===== src/verilog/sprx_pkg.sv =====
/*
 * sprx_pkg: register offsets, field positions, reset values and
 * fixed sizes for the receiver input and status block.
 * Assumes the host register port uses 8-bit addresses and data.
 */
`default_nettype none

package sprx_pkg;

  // register offsets
  localparam logic [7:0] OFS_RX_INPUT_MODE = 8'h24;
  localparam logic [7:0] OFS_PIN_CONFIG_B = 8'h27;
  localparam logic [7:0] OFS_PIN_CONFIG_C = 8'h28;
  localparam logic [7:0] OFS_CS_BASE = 8'h2c;
  localparam logic [7:0] OFS_CS_LAST = 8'h30;
  localparam logic [7:0] OFS_CS_UPDATE = 8'h31;
  localparam logic [7:0] OFS_POWER_DOWN_B = 8'h33;

  // field positions
  localparam int POS_TYPE_SEL = 0;
  localparam int POS_SRC_SEL = 1;
  localparam int POS_TRUNC_MASK = 6;
  localparam int POS_RX_PD = 5;
  localparam int POS_CS_NONAUDIO = 1;
  localparam int POS_CS_PREEMPH = 3;
  localparam int POS_CS_MAXLEN = 32;
  localparam int POS_CS_LENCODE = 33;

  // reset values
  localparam logic [7:0] RST_RX_INPUT_MODE = 8'h01;
  localparam logic [7:0] RST_PIN_CONFIG_B = 8'h32;
  localparam logic [7:0] RST_PIN_CONFIG_C = 8'h04;
  localparam logic [7:0] RST_POWER_DOWN_B = 8'h20;

  // pin configuration codes for receiver use
  localparam logic [3:0] CFG_RX_CMOS = 4'he;
  localparam logic [3:0] CFG_RX_COMP = 4'hf;

  // sub-frame layout and sizes
  localparam int SF_SAMPLE_LO = 4;
  localparam int SF_SAMPLE_HI = 27;
  localparam int SF_VALID = 28;
  localparam int SF_USER = 29;
  localparam int SF_CHSTAT = 30;
  localparam int SF_PARITY = 31;
  localparam int SAMPLE_W = 24;
  localparam int CS_BITS = 40;
  localparam int FIFO_DEPTH = 8;

  // audio interface word length codes
  localparam logic [1:0] AIF_LEN_16 = 2'h0;
  localparam logic [1:0] AIF_LEN_20 = 2'h1;
  localparam logic [1:0] AIF_LEN_24 = 2'h2;
  localparam logic [1:0] AIF_LEN_32 = 2'h3;

endpackage : sprx_pkg

`default_nettype wire


===== src/verilog/sprx_fifo.sv =====
/*
 * sprx_fifo: small synchronous FIFO with valid/ready on both sides.
 * Assumes one clock and a synchronous active-high reset; full and
 * empty are registered so in_ready_o and out_valid_o come from flops.
 */
`timescale 1ns/1ps
`default_nettype none

module sprx_fifo #(
  parameter int WIDTH = 25,
  parameter int DEPTH = 8
) (
  // clock and reset
  input wire logic clk_i,
  input wire logic srst_i,
  // write side
  input wire logic in_valid_i,
  output logic in_ready_o,
  input wire logic [WIDTH-1:0] in_data_i,
  // read side
  output logic out_valid_o,
  input wire logic out_ready_i,
  output logic [WIDTH-1:0] out_data_o
);

  localparam int AW = $clog2(DEPTH);

  logic [WIDTH-1:0] mem [DEPTH];
  logic [AW-1:0] wptr;
  logic [AW-1:0] rptr;
  logic [AW:0] count;
  logic [AW:0] next_count;
  wire push = in_valid_i && in_ready_o;
  wire pop = out_valid_o && out_ready_i;

  assign next_count = count + (AW+1)'(push) - (AW+1)'(pop);
  assign out_data_o = mem[rptr];

  always_ff @(posedge clk_i) begin
    if (push) begin
      mem[wptr] <= in_data_i;
    end
  end

  always_ff @(posedge clk_i) begin
    if (srst_i) begin
      wptr <= '0;
      rptr <= '0;
      count <= '0;
      in_ready_o <= 1'b1;
      out_valid_o <= 1'b0;
    end else begin
      wptr <= push ? AW'(wptr + 1'b1) : wptr;
      rptr <= pop ? AW'(rptr + 1'b1) : rptr;
      count <= next_count;
      in_ready_o <= (next_count != (AW+1)'(DEPTH));
      out_valid_o <= (next_count != '0);
    end
  end

endmodule : sprx_fifo

`default_nettype wire


===== src/verilog/sprx_core.sv =====
/*
 * sprx_core: input selection, sub-frame data handling and channel
 * status capture of the consumer digital audio receiver.
 * Assumes the line decoder delivers one 32-slot sub-frame per pulse on
 * sf_valid_i, with channel and block-start marks, all on clk_i.
 */
// Summary of operation
// - primary input uses comparator when type bit is 1, else CMOS
// - two-bit selector, reset 00, routes one of four inputs
// - pin config 1110 makes CMOS input, 1111 comparator input
// - receiver off while power-down bit 5 is 1, its reset value
// - each sub-frame yields payload plus validity, user, status, parity
// - linear audio samples can feed the first DAC
// - non-audio stream mutes the DAC fed by the receiver
// - samples go to audio interfaces alongside DAC playback
// - samples can also go to the on-chip transmitter
// - recovered user bits are offered for output pins
// - sample is always payload bits 4 to 27, 24 bits
// - mask bit clear truncates to status length, set passes 24 bits
// - shorter interface word drops low bits, always
// - longer interface word gets sample left-aligned, zero filled
// - transmitter gets full 24 bits unless truncation is active
// - pre-emphasis with DAC routing turns on DAC de-emphasis
// - status from channel 1 only, in five read-only registers
// - update flag set on new status, cleared by readback
// - update flag is offered for output pins
// - status bit 3 reports pre-emphasis
`timescale 1ns/1ps
`default_nettype none

module sprx_core (
  // clock and reset
  input wire logic clk_i,
  input wire logic srst_i,
  // register port
  input wire logic [7:0] reg_addr_i,
  input wire logic [7:0] reg_wdata_i,
  input wire logic reg_we_i,
  input wire logic reg_re_i,
  output logic [7:0] reg_rdata_o,
  // receiver input pins
  input wire logic primary_rx_input_i,
  input wire logic second_rx_input_i,
  input wire logic third_rx_input_i,
  input wire logic fourth_rx_input_i,
  // front end and decoder control
  output logic primary_comp_en_o,
  output logic [2:0] multi_pin_rx_en_o,
  output logic [2:0] multi_pin_comp_en_o,
  output logic rx_enable_o,
  output logic rx_line_o,
  // decoded sub-frames
  input wire logic sf_valid_i,
  input wire logic [31:0] sf_word_i,
  input wire logic sf_chan2_i,
  input wire logic sf_block_i,
  output logic sf_ready_o,
  // routing and interface word length
  input wire logic route_dac_i,
  input wire logic [1:0] aif_len_i,
  // sample outputs
  output logic out_valid_o,
  input wire logic out_ready_i,
  output logic out_chan2_o,
  output logic [23:0] dac_data_o,
  output logic [31:0] aif_data_o,
  output logic [23:0] tx_data_o,
  // sub-frame flags and status outputs
  output logic validity_o,
  output logic user_bit_o,
  output logic parity_err_o,
  output logic dac_mute_o,
  output logic dac_pre_emphasis_flag_o,
  output logic status_update_o
);

  import sprx_pkg::*;

  //////////////////////////////////////////////////////////////////////
  // control registers

  logic [7:0] rx_input_mode;
  logic [7:0] pin_config_b;
  logic [7:0] pin_config_c;
  logic [7:0] power_down_b;
  logic [CS_BITS-1:0] cs_regs;
  logic [CS_BITS-1:0] cs_shadow;
  logic [7:0] cs_count;
  logic status_update_flag;

  wire wr_mode = reg_we_i && (reg_addr_i == OFS_RX_INPUT_MODE);
  wire wr_cfg_b = reg_we_i && (reg_addr_i == OFS_PIN_CONFIG_B);
  wire wr_cfg_c = reg_we_i && (reg_addr_i == OFS_PIN_CONFIG_C);
  wire wr_pwr = reg_we_i && (reg_addr_i == OFS_POWER_DOWN_B);
  wire rd_update = reg_re_i && (reg_addr_i == OFS_CS_UPDATE);

  wire primary_input_type_sel = rx_input_mode[POS_TYPE_SEL];
  wire [1:0] rx_source_select = rx_input_mode[POS_SRC_SEL +: 2];
  wire truncation_mask = rx_input_mode[POS_TRUNC_MASK];
  wire receiver_power_down = power_down_b[POS_RX_PD];
  wire [3:0] pin_b_config = pin_config_b[3:0];
  wire [3:0] pin_c_config = pin_config_b[7:4];
  wire [3:0] pin_d_config = pin_config_c[3:0];

  always_ff @(posedge clk_i) begin
    if (srst_i) begin
      rx_input_mode <= RST_RX_INPUT_MODE;
      pin_config_b <= RST_PIN_CONFIG_B;
      pin_config_c <= RST_PIN_CONFIG_C;
      power_down_b <= RST_POWER_DOWN_B;
    end else begin
      if (wr_mode) begin
        rx_input_mode <= reg_wdata_i;
      end
      if (wr_cfg_b) begin
        pin_config_b <= reg_wdata_i;
      end
      if (wr_cfg_c) begin
        pin_config_c <= reg_wdata_i;
      end
      if (wr_pwr) begin
        power_down_b <= reg_wdata_i;
      end
    end
  end

  //////////////////////////////////////////////////////////////////////
  // register readback

  wire cs_hit = (reg_addr_i >= OFS_CS_BASE) && (reg_addr_i <= OFS_CS_LAST);
  wire [2:0] cs_idx = 3'(reg_addr_i - OFS_CS_BASE);
  logic [7:0] next_rdata;

  always_comb begin
    next_rdata = 8'h00;
    if (cs_hit) begin
      next_rdata = cs_regs[8*cs_idx +: 8];
    end else begin
      unique case (reg_addr_i)
        OFS_RX_INPUT_MODE: next_rdata = rx_input_mode;
        OFS_PIN_CONFIG_B: next_rdata = pin_config_b;
        OFS_PIN_CONFIG_C: next_rdata = pin_config_c;
        OFS_POWER_DOWN_B: next_rdata = power_down_b;
        OFS_CS_UPDATE: next_rdata = {7'h00, status_update_flag};
        default: next_rdata = 8'h00;
      endcase
    end
  end

  always_ff @(posedge clk_i) begin
    if (srst_i) begin
      reg_rdata_o <= 8'h00;
    end else if (reg_re_i) begin
      reg_rdata_o <= next_rdata;
    end
  end

  //////////////////////////////////////////////////////////////////////
  // input selector and front ends

  // pin is usable only once software set a receiver-input code
  function automatic logic cfg_is_rx(input logic [3:0] cfg);
    return (cfg == CFG_RX_CMOS) || (cfg == CFG_RX_COMP);
  endfunction

  wire [2:0] pin_rx_ok = {cfg_is_rx(pin_d_config),
                          cfg_is_rx(pin_c_config),
                          cfg_is_rx(pin_b_config)};
  wire [2:0] pin_comp = {pin_d_config == CFG_RX_COMP,
                         pin_c_config == CFG_RX_COMP,
                         pin_b_config == CFG_RX_COMP};
  logic sel_line;
  logic sel_ok;

  always_comb begin
    unique case (rx_source_select)
      2'h0: begin
        sel_line = primary_rx_input_i;
        sel_ok = 1'b1;
      end
      2'h1: begin
        sel_line = second_rx_input_i;
        sel_ok = pin_rx_ok[0];
      end
      2'h2: begin
        sel_line = third_rx_input_i;
        sel_ok = pin_rx_ok[1];
      end
      2'h3: begin
        sel_line = fourth_rx_input_i;
        sel_ok = pin_rx_ok[2];
      end
    endcase
  end

  wire rx_on = !receiver_power_down;

  always_ff @(posedge clk_i) begin
    if (srst_i) begin
      primary_comp_en_o <= 1'b1;
      multi_pin_rx_en_o <= 3'h0;
      multi_pin_comp_en_o <= 3'h0;
      rx_enable_o <= 1'b0;
      rx_line_o <= 1'b0;
    end else begin
      primary_comp_en_o <= primary_input_type_sel;
      multi_pin_rx_en_o <= pin_rx_ok;
      multi_pin_comp_en_o <= pin_comp;
      rx_enable_o <= rx_on;
      // unconfigured pin gives a quiet line
      rx_line_o <= rx_on && sel_ok && sel_line;
    end
  end

  //////////////////////////////////////////////////////////////////////
  // sub-frame fields and truncation

  wire [23:0] raw_sample = sf_word_i[SF_SAMPLE_HI:SF_SAMPLE_LO];
  wire cs_maxlen = cs_regs[POS_CS_MAXLEN];
  wire [2:0] cs_lencode = cs_regs[POS_CS_LENCODE +: 3];
  logic [4:0] drop_bits;

  // length decode, drop count against 24 bits
  always_comb begin
    unique case (cs_lencode)
      3'h1: drop_bits = 5'h04;
      3'h2: drop_bits = 5'h02;
      3'h4: drop_bits = 5'h01;
      3'h5: drop_bits = 5'h00;
      3'h6: drop_bits = 5'h03;
      default: drop_bits = 5'h00;
    endcase
  end

  wire lencode_known = (cs_lencode == 3'h1) || (cs_lencode == 3'h2) ||
                       (cs_lencode == 3'h4) || (cs_lencode == 3'h5) ||
                       (cs_lencode == 3'h6);
  // a 20-bit maximum shifts every length down by four
  wire [4:0] drop_total = (lencode_known && !cs_maxlen) ?
                          5'(drop_bits + 5'h04) : drop_bits;
  wire [23:0] trunc_keep = 24'hffffff << drop_total;
  wire [23:0] sample = truncation_mask ? raw_sample
                                       : (raw_sample & trunc_keep);
  wire sf_take = sf_valid_i && sf_ready_o && rx_on;

  //////////////////////////////////////////////////////////////////////
  // sample buffer

  logic fifo_out_valid;
  logic fifo_out_ready;
  logic [SAMPLE_W:0] fifo_out_data;

  sprx_fifo #(
    .WIDTH(SAMPLE_W + 1),
    .DEPTH(FIFO_DEPTH)
  ) u_fifo (
    .clk_i(clk_i),
    .srst_i(srst_i),
    .in_valid_i(sf_valid_i && rx_on),
    .in_ready_o(sf_ready_o),
    .in_data_i({sf_chan2_i, sample}),
    .out_valid_o(fifo_out_valid),
    .out_ready_i(fifo_out_ready),
    .out_data_o(fifo_out_data)
  );

  // output stage refills whenever empty or being drained
  assign fifo_out_ready = !out_valid_o || out_ready_i;
  wire out_load = fifo_out_valid && fifo_out_ready;
  wire [23:0] buf_sample = fifo_out_data[SAMPLE_W-1:0];
  logic [31:0] aif_keep;

  always_comb begin
    unique case (aif_len_i)
      AIF_LEN_16: aif_keep = 32'hffff0000;
      AIF_LEN_20: aif_keep = 32'hfffff000;
      AIF_LEN_24: aif_keep = 32'hffffff00;
      AIF_LEN_32: aif_keep = 32'hffffffff;
    endcase
  end

  always_ff @(posedge clk_i) begin
    if (srst_i) begin
      out_valid_o <= 1'b0;
      out_chan2_o <= 1'b0;
      dac_data_o <= 24'h000000;
      aif_data_o <= 32'h00000000;
      tx_data_o <= 24'h000000;
    end else begin
      if (out_load) begin
        out_chan2_o <= fifo_out_data[SAMPLE_W];
        dac_data_o <= buf_sample;
        // left-aligned, low bits dropped or zeroed
        aif_data_o <= {buf_sample, 8'h00} & aif_keep;
        tx_data_o <= buf_sample;
      end
      out_valid_o <= out_load || (out_valid_o && !out_ready_i);
    end
  end

  //////////////////////////////////////////////////////////////////////
  // per sub-frame flags

  always_ff @(posedge clk_i) begin
    if (srst_i) begin
      validity_o <= 1'b0;
      user_bit_o <= 1'b0;
      parity_err_o <= 1'b0;
    end else if (sf_take) begin
      validity_o <= sf_word_i[SF_VALID];
      // user bit for the pin multiplexer
      user_bit_o <= sf_word_i[SF_USER];
      parity_err_o <= ^sf_word_i[SF_PARITY:SF_SAMPLE_LO];
    end
  end

  //////////////////////////////////////////////////////////////////////
  // channel status capture

  wire cs_take = sf_take && !sf_chan2_i;
  wire cs_commit = cs_take && sf_block_i && (cs_count >= 8'(CS_BITS));
  wire [7:0] cs_pos = sf_block_i ? 8'h00 : cs_count;

  always_ff @(posedge clk_i) begin
    if (srst_i) begin
      cs_shadow <= '0;
      cs_count <= 8'h00;
    end else if (cs_take) begin
      if (cs_pos < 8'(CS_BITS)) begin
        cs_shadow[6'(cs_pos)] <= sf_word_i[SF_CHSTAT];
      end
      cs_count <= (cs_pos == 8'hff) ? cs_pos : 8'(cs_pos + 8'h01);
    end
  end

  // whole block copied in one cycle
  always_ff @(posedge clk_i) begin
    if (srst_i) begin
      cs_regs <= '0;
    end else if (cs_commit) begin
      cs_regs <= cs_shadow;
    end
  end

  // set wins over clear by readback
  always_ff @(posedge clk_i) begin
    if (srst_i) begin
      status_update_flag <= 1'b0;
    end else if (cs_commit) begin
      status_update_flag <= 1'b1;
    end else if (rd_update) begin
      status_update_flag <= 1'b0;
    end
  end

  //////////////////////////////////////////////////////////////////////
  // status driven outputs

  always_ff @(posedge clk_i) begin
    if (srst_i) begin
      dac_mute_o <= 1'b0;
      dac_pre_emphasis_flag_o <= 1'b0;
      status_update_o <= 1'b0;
    end else begin
      dac_mute_o <= route_dac_i && cs_regs[POS_CS_NONAUDIO];
      dac_pre_emphasis_flag_o <= route_dac_i && cs_regs[POS_CS_PREEMPH];
      status_update_o <= status_update_flag;
    end
  end

endmodule : sprx_core

`default_nettype wire


===== config.mk =====
export PLATFORM = sky130hd
export DESIGN_NAME = sprx_core
export DESIGN_NICKNAME = d
export VERILOG_FILES = /design/src/verilog/sprx_pkg.sv /design/src/verilog/sprx_fifo.sv /design/src/verilog/sprx_core.sv
export SDC_FILE = /design/constraint.sdc
export NUM_CORES = 1
export LEC_CHECK = 0
export ABC_AREA = 1
export ABC_CLOCK_PERIOD_IN_PS = 3300
export BUFFER_PORTS_ARGS = -buffer_cell sky130_fd_sc_hd__buf_2
export CAP_MARGIN = 20
export CORE_MARGIN = 4
export CORE_UTILIZATION = 37
export CTS_BUF_LIST = sky130_fd_sc_hd__clkbuf_8
export DETAILED_ROUTE_END_ITERATION = 8
export HOLD_SLACK_MARGIN = 0.1
export PLACE_DENSITY_LB_ADDON = 0.3
export SLEW_MARGIN = 20
export SYNTH_ARGS = -nofsm -noshare
export SYNTH_HDL_FRONTEND = slang
export SYNTH_SLANG_ARGS = --single-unit

===== constraint.sdc =====
create_clock -name clk_i -period 3.3 [get_ports clk_i]
set_input_delay 0.33 -clock clk_i [delete_from_list [all_inputs] [get_ports clk_i]]
set_output_delay 0.33 -clock clk_i [all_outputs]
set_load 0.005 [all_outputs]

==> results by stage <==
STA:
- The number of failing hold endpoints at the final stage is 0.
- At the pin with the least slew margin, the transition time is ~1.0 ns.
- Setup violations remaining at the end of the flow were counted as 0.
- The maximum frequency from static timing analysis is around 400 MHz.
- The time the final worst path needs with I/O delays and setup is approximately 2.5 ns.
- On the final layout, the worst clock skew is about 0.027 ns.
- Setup repair after global routing left no endpoint under its margin.
- The worst path meets setup with approximately 0.80 ns of slack.
- The total negative setup slack is 0 ns.
- The headroom to the max-slew limit is between 30% and 40%.
- The final worst-path cycle share is about three quarters.
- The count of pins over their slew limit is 0.
- The worst hold slack is about 0.16 ns.

Place:
- Routability-driven placement finished with a final weighted congestion of about 0.83.
- The placed instances occupy a cell area of 18110 sq um.
- The worst-case setup slack after placement is approximately 0.76 ns.
- The total placed cells including tap cells is 2524.
- The port buffer count is approximately 160.
- The wire-length estimate of the detail-placed layout is about 27000 microns.

Synth:
- Summing the areas of all and, or, nand and nor instances in the mapped netlist gives between 10% and 20% of the synthesized area.
- For this run, the number of Yosys warnings is 0.
- Of the total synthesized cell area, the portion taken by full adders, half adders and majority gates is less than 1%.
- After synthesis, the share of flip-flops with an asynchronous set or reset is 0%.
- The top-area cell type share of the netlist area is about a third.
- The number of enable-type register cells in the synthesized netlist is 200.
- Yosys instantiated no cell more often than nand2_1.
- The multiplexer fraction of the synthesized cell area is ~1.9%.
- Counting instances in the post-synthesis netlist gives the leading cell types as 345 x nand2_1, 221 x nor2_1, 200 x edfxtp_1.
- Averaged over all synthesized cells, the footprint is 9.102 sq um.
- Synthesis produced a netlist whose cell count is ~1.9k.
- Summing the areas of all xor and xnor instances in the mapped netlist gives less than 1% of the synthesized area.
- edfxtp_1 takes more of the synthesized area than any other cell.
- The count of distinct cell types in the synthesized netlist is 47.
- Sorting the synthesized cells by area gives the leading types as edfxtp_1 35%, dfxtp_1 23%, nand2_1 7.6%, o21ai_0 5.4%, nor2_1 4.9%.
- The combinational family with the most area after synthesis is simple AND/OR/NAND/NOR gates.
- The leading register cell type out of synthesis is edfxtp_1.
- The synthesized netlist devotes between 10 and 15% of its cell area to compound gates.
- The synthesized area is approximately 17000 sq um.
- The sequential-to-total area share from yosys stat is between 50 and 60%.
- Counting flops and latches in the post-synthesis netlist gives just under 400.

Setup path:
- The critical path capture point type is a flip-flop.
- The required time of the critical path is 3.58 ns.
- The element type at the critical path start is a flip-flop.
- The signal arrival time at the worst endpoint is approximately 2.8 ns.
- The type of the worst setup path is flip-flop to flip-flop.
- The largest fanout on the critical path is 8.

Floorplanning:
- The number of top-level pins is roughly 170.
- The floorplan step set the die height to 222.9 microns.
- Row generation in the floorplan step produced 78 rows.
- The die boundary width is 222.9 microns.
- The area of the die is slightly below 50000 sq um.
- The initial cell density of the core is roughly 38%.
- The area of the core is 45480 sq um.

Power:
- The power per standard cell area is ~600 nW/um^2.
- The overall power after layout is roughly 12 mW.
- The leakage component of the power is around 7.7 nW.
- VDD sags by at most 0.3229 mV.

CTS:
- TritonCTS built the clock tree.
- The maximum buffer depth of the clock tree is 3.
- Clock-pin slew was measured on the worst setup and hold paths at 0.06 ns.
- The number of buffers added by the clock tree synthesis step is 67.
- The cell at the root of the clock tree is clkbuf_8.
- The TritonCTS sink count is roughly 390.
- The H-tree was split into 3 levels.
- The clock reaches the later pin of the worst-skew pair after approximately 0.63 ns.

Min path:
- The worst hold path belongs to the class input pin to flip-flop.

Global route:
- The total congestion overflow after global routing is 0.
- The first global-routing pass estimated 66730 microns of wire.
- The number of antenna violations at the first check in global routing is 8.
- Entering global routing, the biggest net connects between 100 and 150 pins.
- The total global-route track usage is around 17%.
- The number of global-route vias before repair is between 10k and 15k.

Routing:
- Dividing the detail-routed wire length by the instance count gives 15.91 microns.
- The total iterations of the first detailed-routing run is 7.
- The number of design-rule violations left by the first detailed-router iteration is between 900 and 1k.
- Across all layers, the routed design uses approximately 13k vias.
- The routed design has around 43000 microns of wire.
- The detailed-route DRC error count is 0.
- The count of antenna-violating nets left after detailed routing is 0.
- After detailed routing, the number of vias per cell comes to between 4 and 5.

Run:
- The number of maximum-capacitance constraint violations is 0.

Layout:
- The final layout net count is between 2k and 2.5k.
- The utilization of the core after routing is between 40% and 50%.
- The area growth from synthesis to layout is 14.98%.
- The final standard cell area without fillers is ~20000 sq um.
- The post-route netlist has 15.42% of its cells at a drive strength greater than 1.
- The count of cells in the finished layout, fillers not included, comes to around 2.7k.

Outcome:
- The run finished with clean final reports.
cell usage in the layout, fill, tap and decap left out, drive strengths merged, types with 2 or more instances in the layout:
| cell type | n |
|---|---|
| o221ai | 23 |
| o22ai | 25 |
| dlygate4sd3 | 29 |
| a211oi | 3 |
| diode | 7 |
| nor3 | 18 |
| conb | 8 |
| edfxtp | 200 |
| clkbuf | 76 |
| xnor2 | 5 |
| o32ai | 15 |
| nand3 | 37 |
| dfxtp | 193 |
| o2111ai | 6 |
| o21ai | 225 |
| nor2 | 237 |
| inv | 209 |
| buf | 180 |
| ha | 9 |
| clkinv | 14 |
| nand4 | 25 |
| a21oi | 130 |
| o211ai | 2 |
| xor2 | 2 |
| nand2 | 349 |
| clkinvlp | 4 |
| or2 | 2 |
| mux2i | 33 |
| nor4 | 3 |
logic make-up after synthesis:
family | Yosys count
DFF | 393
AOI/OAI and AO/OA | 434
and+or+nand+nor | 672
muxes | 33
xor gates and xnor gates | 7
adders and majority gates | 10
other | 1
buffers and inverters | 328
layer usage:
| metal | GRT usage [%] | share of wire (%) |
|---|---|---|
| met1 | 20.20 | 42 |
| met2 | 28.82 | 50 |
| met3 | 3.368 | 5.0 |
| met4 | 7.497 | 3.1 |
| met5 | 0 | 0.031 |
timing repair:
action / 4_1_cts / 5_1_grt
buffers inserted: 0 / 0
hold buffers: 29 / 0
setup endpoints to repair: 0 / 0
resized for setup: 0 / 0
endpoints found under the hold margin: 154 / 0
layout make-up:
type,instances,area [sq um]
Fill cell,4475,25820
Sequential cell,393,9874
Multi-Input combinational cell,1164,5799
Timing Repair Buffer,209,1276
Clock buffer,76,1046
Tap cell,600,750.7
Inverter,187,705.7
Clock inverter,40,183.9
Antenna cell,7,17.52
registers in the layout (all words and copies together), names as in the netlist, 3 cells and up, named ones only:
register	count
aif_data_o	8
cs_count	8
cs_regs	40
cs_shadow	40
multi_pin_comp_en_o	3
multi_pin_rx_en_o	3
pin_config_b	8
pin_config_c	8
power_down_b	8
reg_rdata_o	8
rx_input_mode	8
tx_data_o	24
u_fifo.count	4
u_fifo.mem	200
u_fifo.rptr	3
u_fifo.wptr	3
worst max-delay path, stage by stage (launching register included):
cell and delay (ns):
dfxtp_1 0.31, inv_1 0.10, o21ai_0 0.15, a21oi_1 0.22, inv_1 0.07, ha_1 0.27, inv_1 0.12, nand2_1 0.11
a211oi_1 0.81
worst paths after layout:
path	startpoint	to	slack [ns]	cells past startpoint
max	cs_regs[33]$_SDFFE_PP0P_	u_fifo.mem[6][1]$_DFFE_PP_	0.80	8
min	aif_len_i[0]	aif_data_o[12]$_SDFFE_PP0P_	0.16	4
max reg2reg	cs_regs[33]$_SDFFE_PP0P_	u_fifo.mem[6][1]$_DFFE_PP_	0.80	8
min reg2reg	status_update_flag$_SDFFE_PP0P_	status_update_o$_SDFF_PP0_	0.44	2
power breakdown:
group | switching [mW] | internal [mW]
combinational | 1.45 | 0.886
sequential | 0.178 | 5.34
clock | 1.93 | 2.10
total | 3.56 | 8.33
Note: power is estimated with default switching activity, not from simulation.
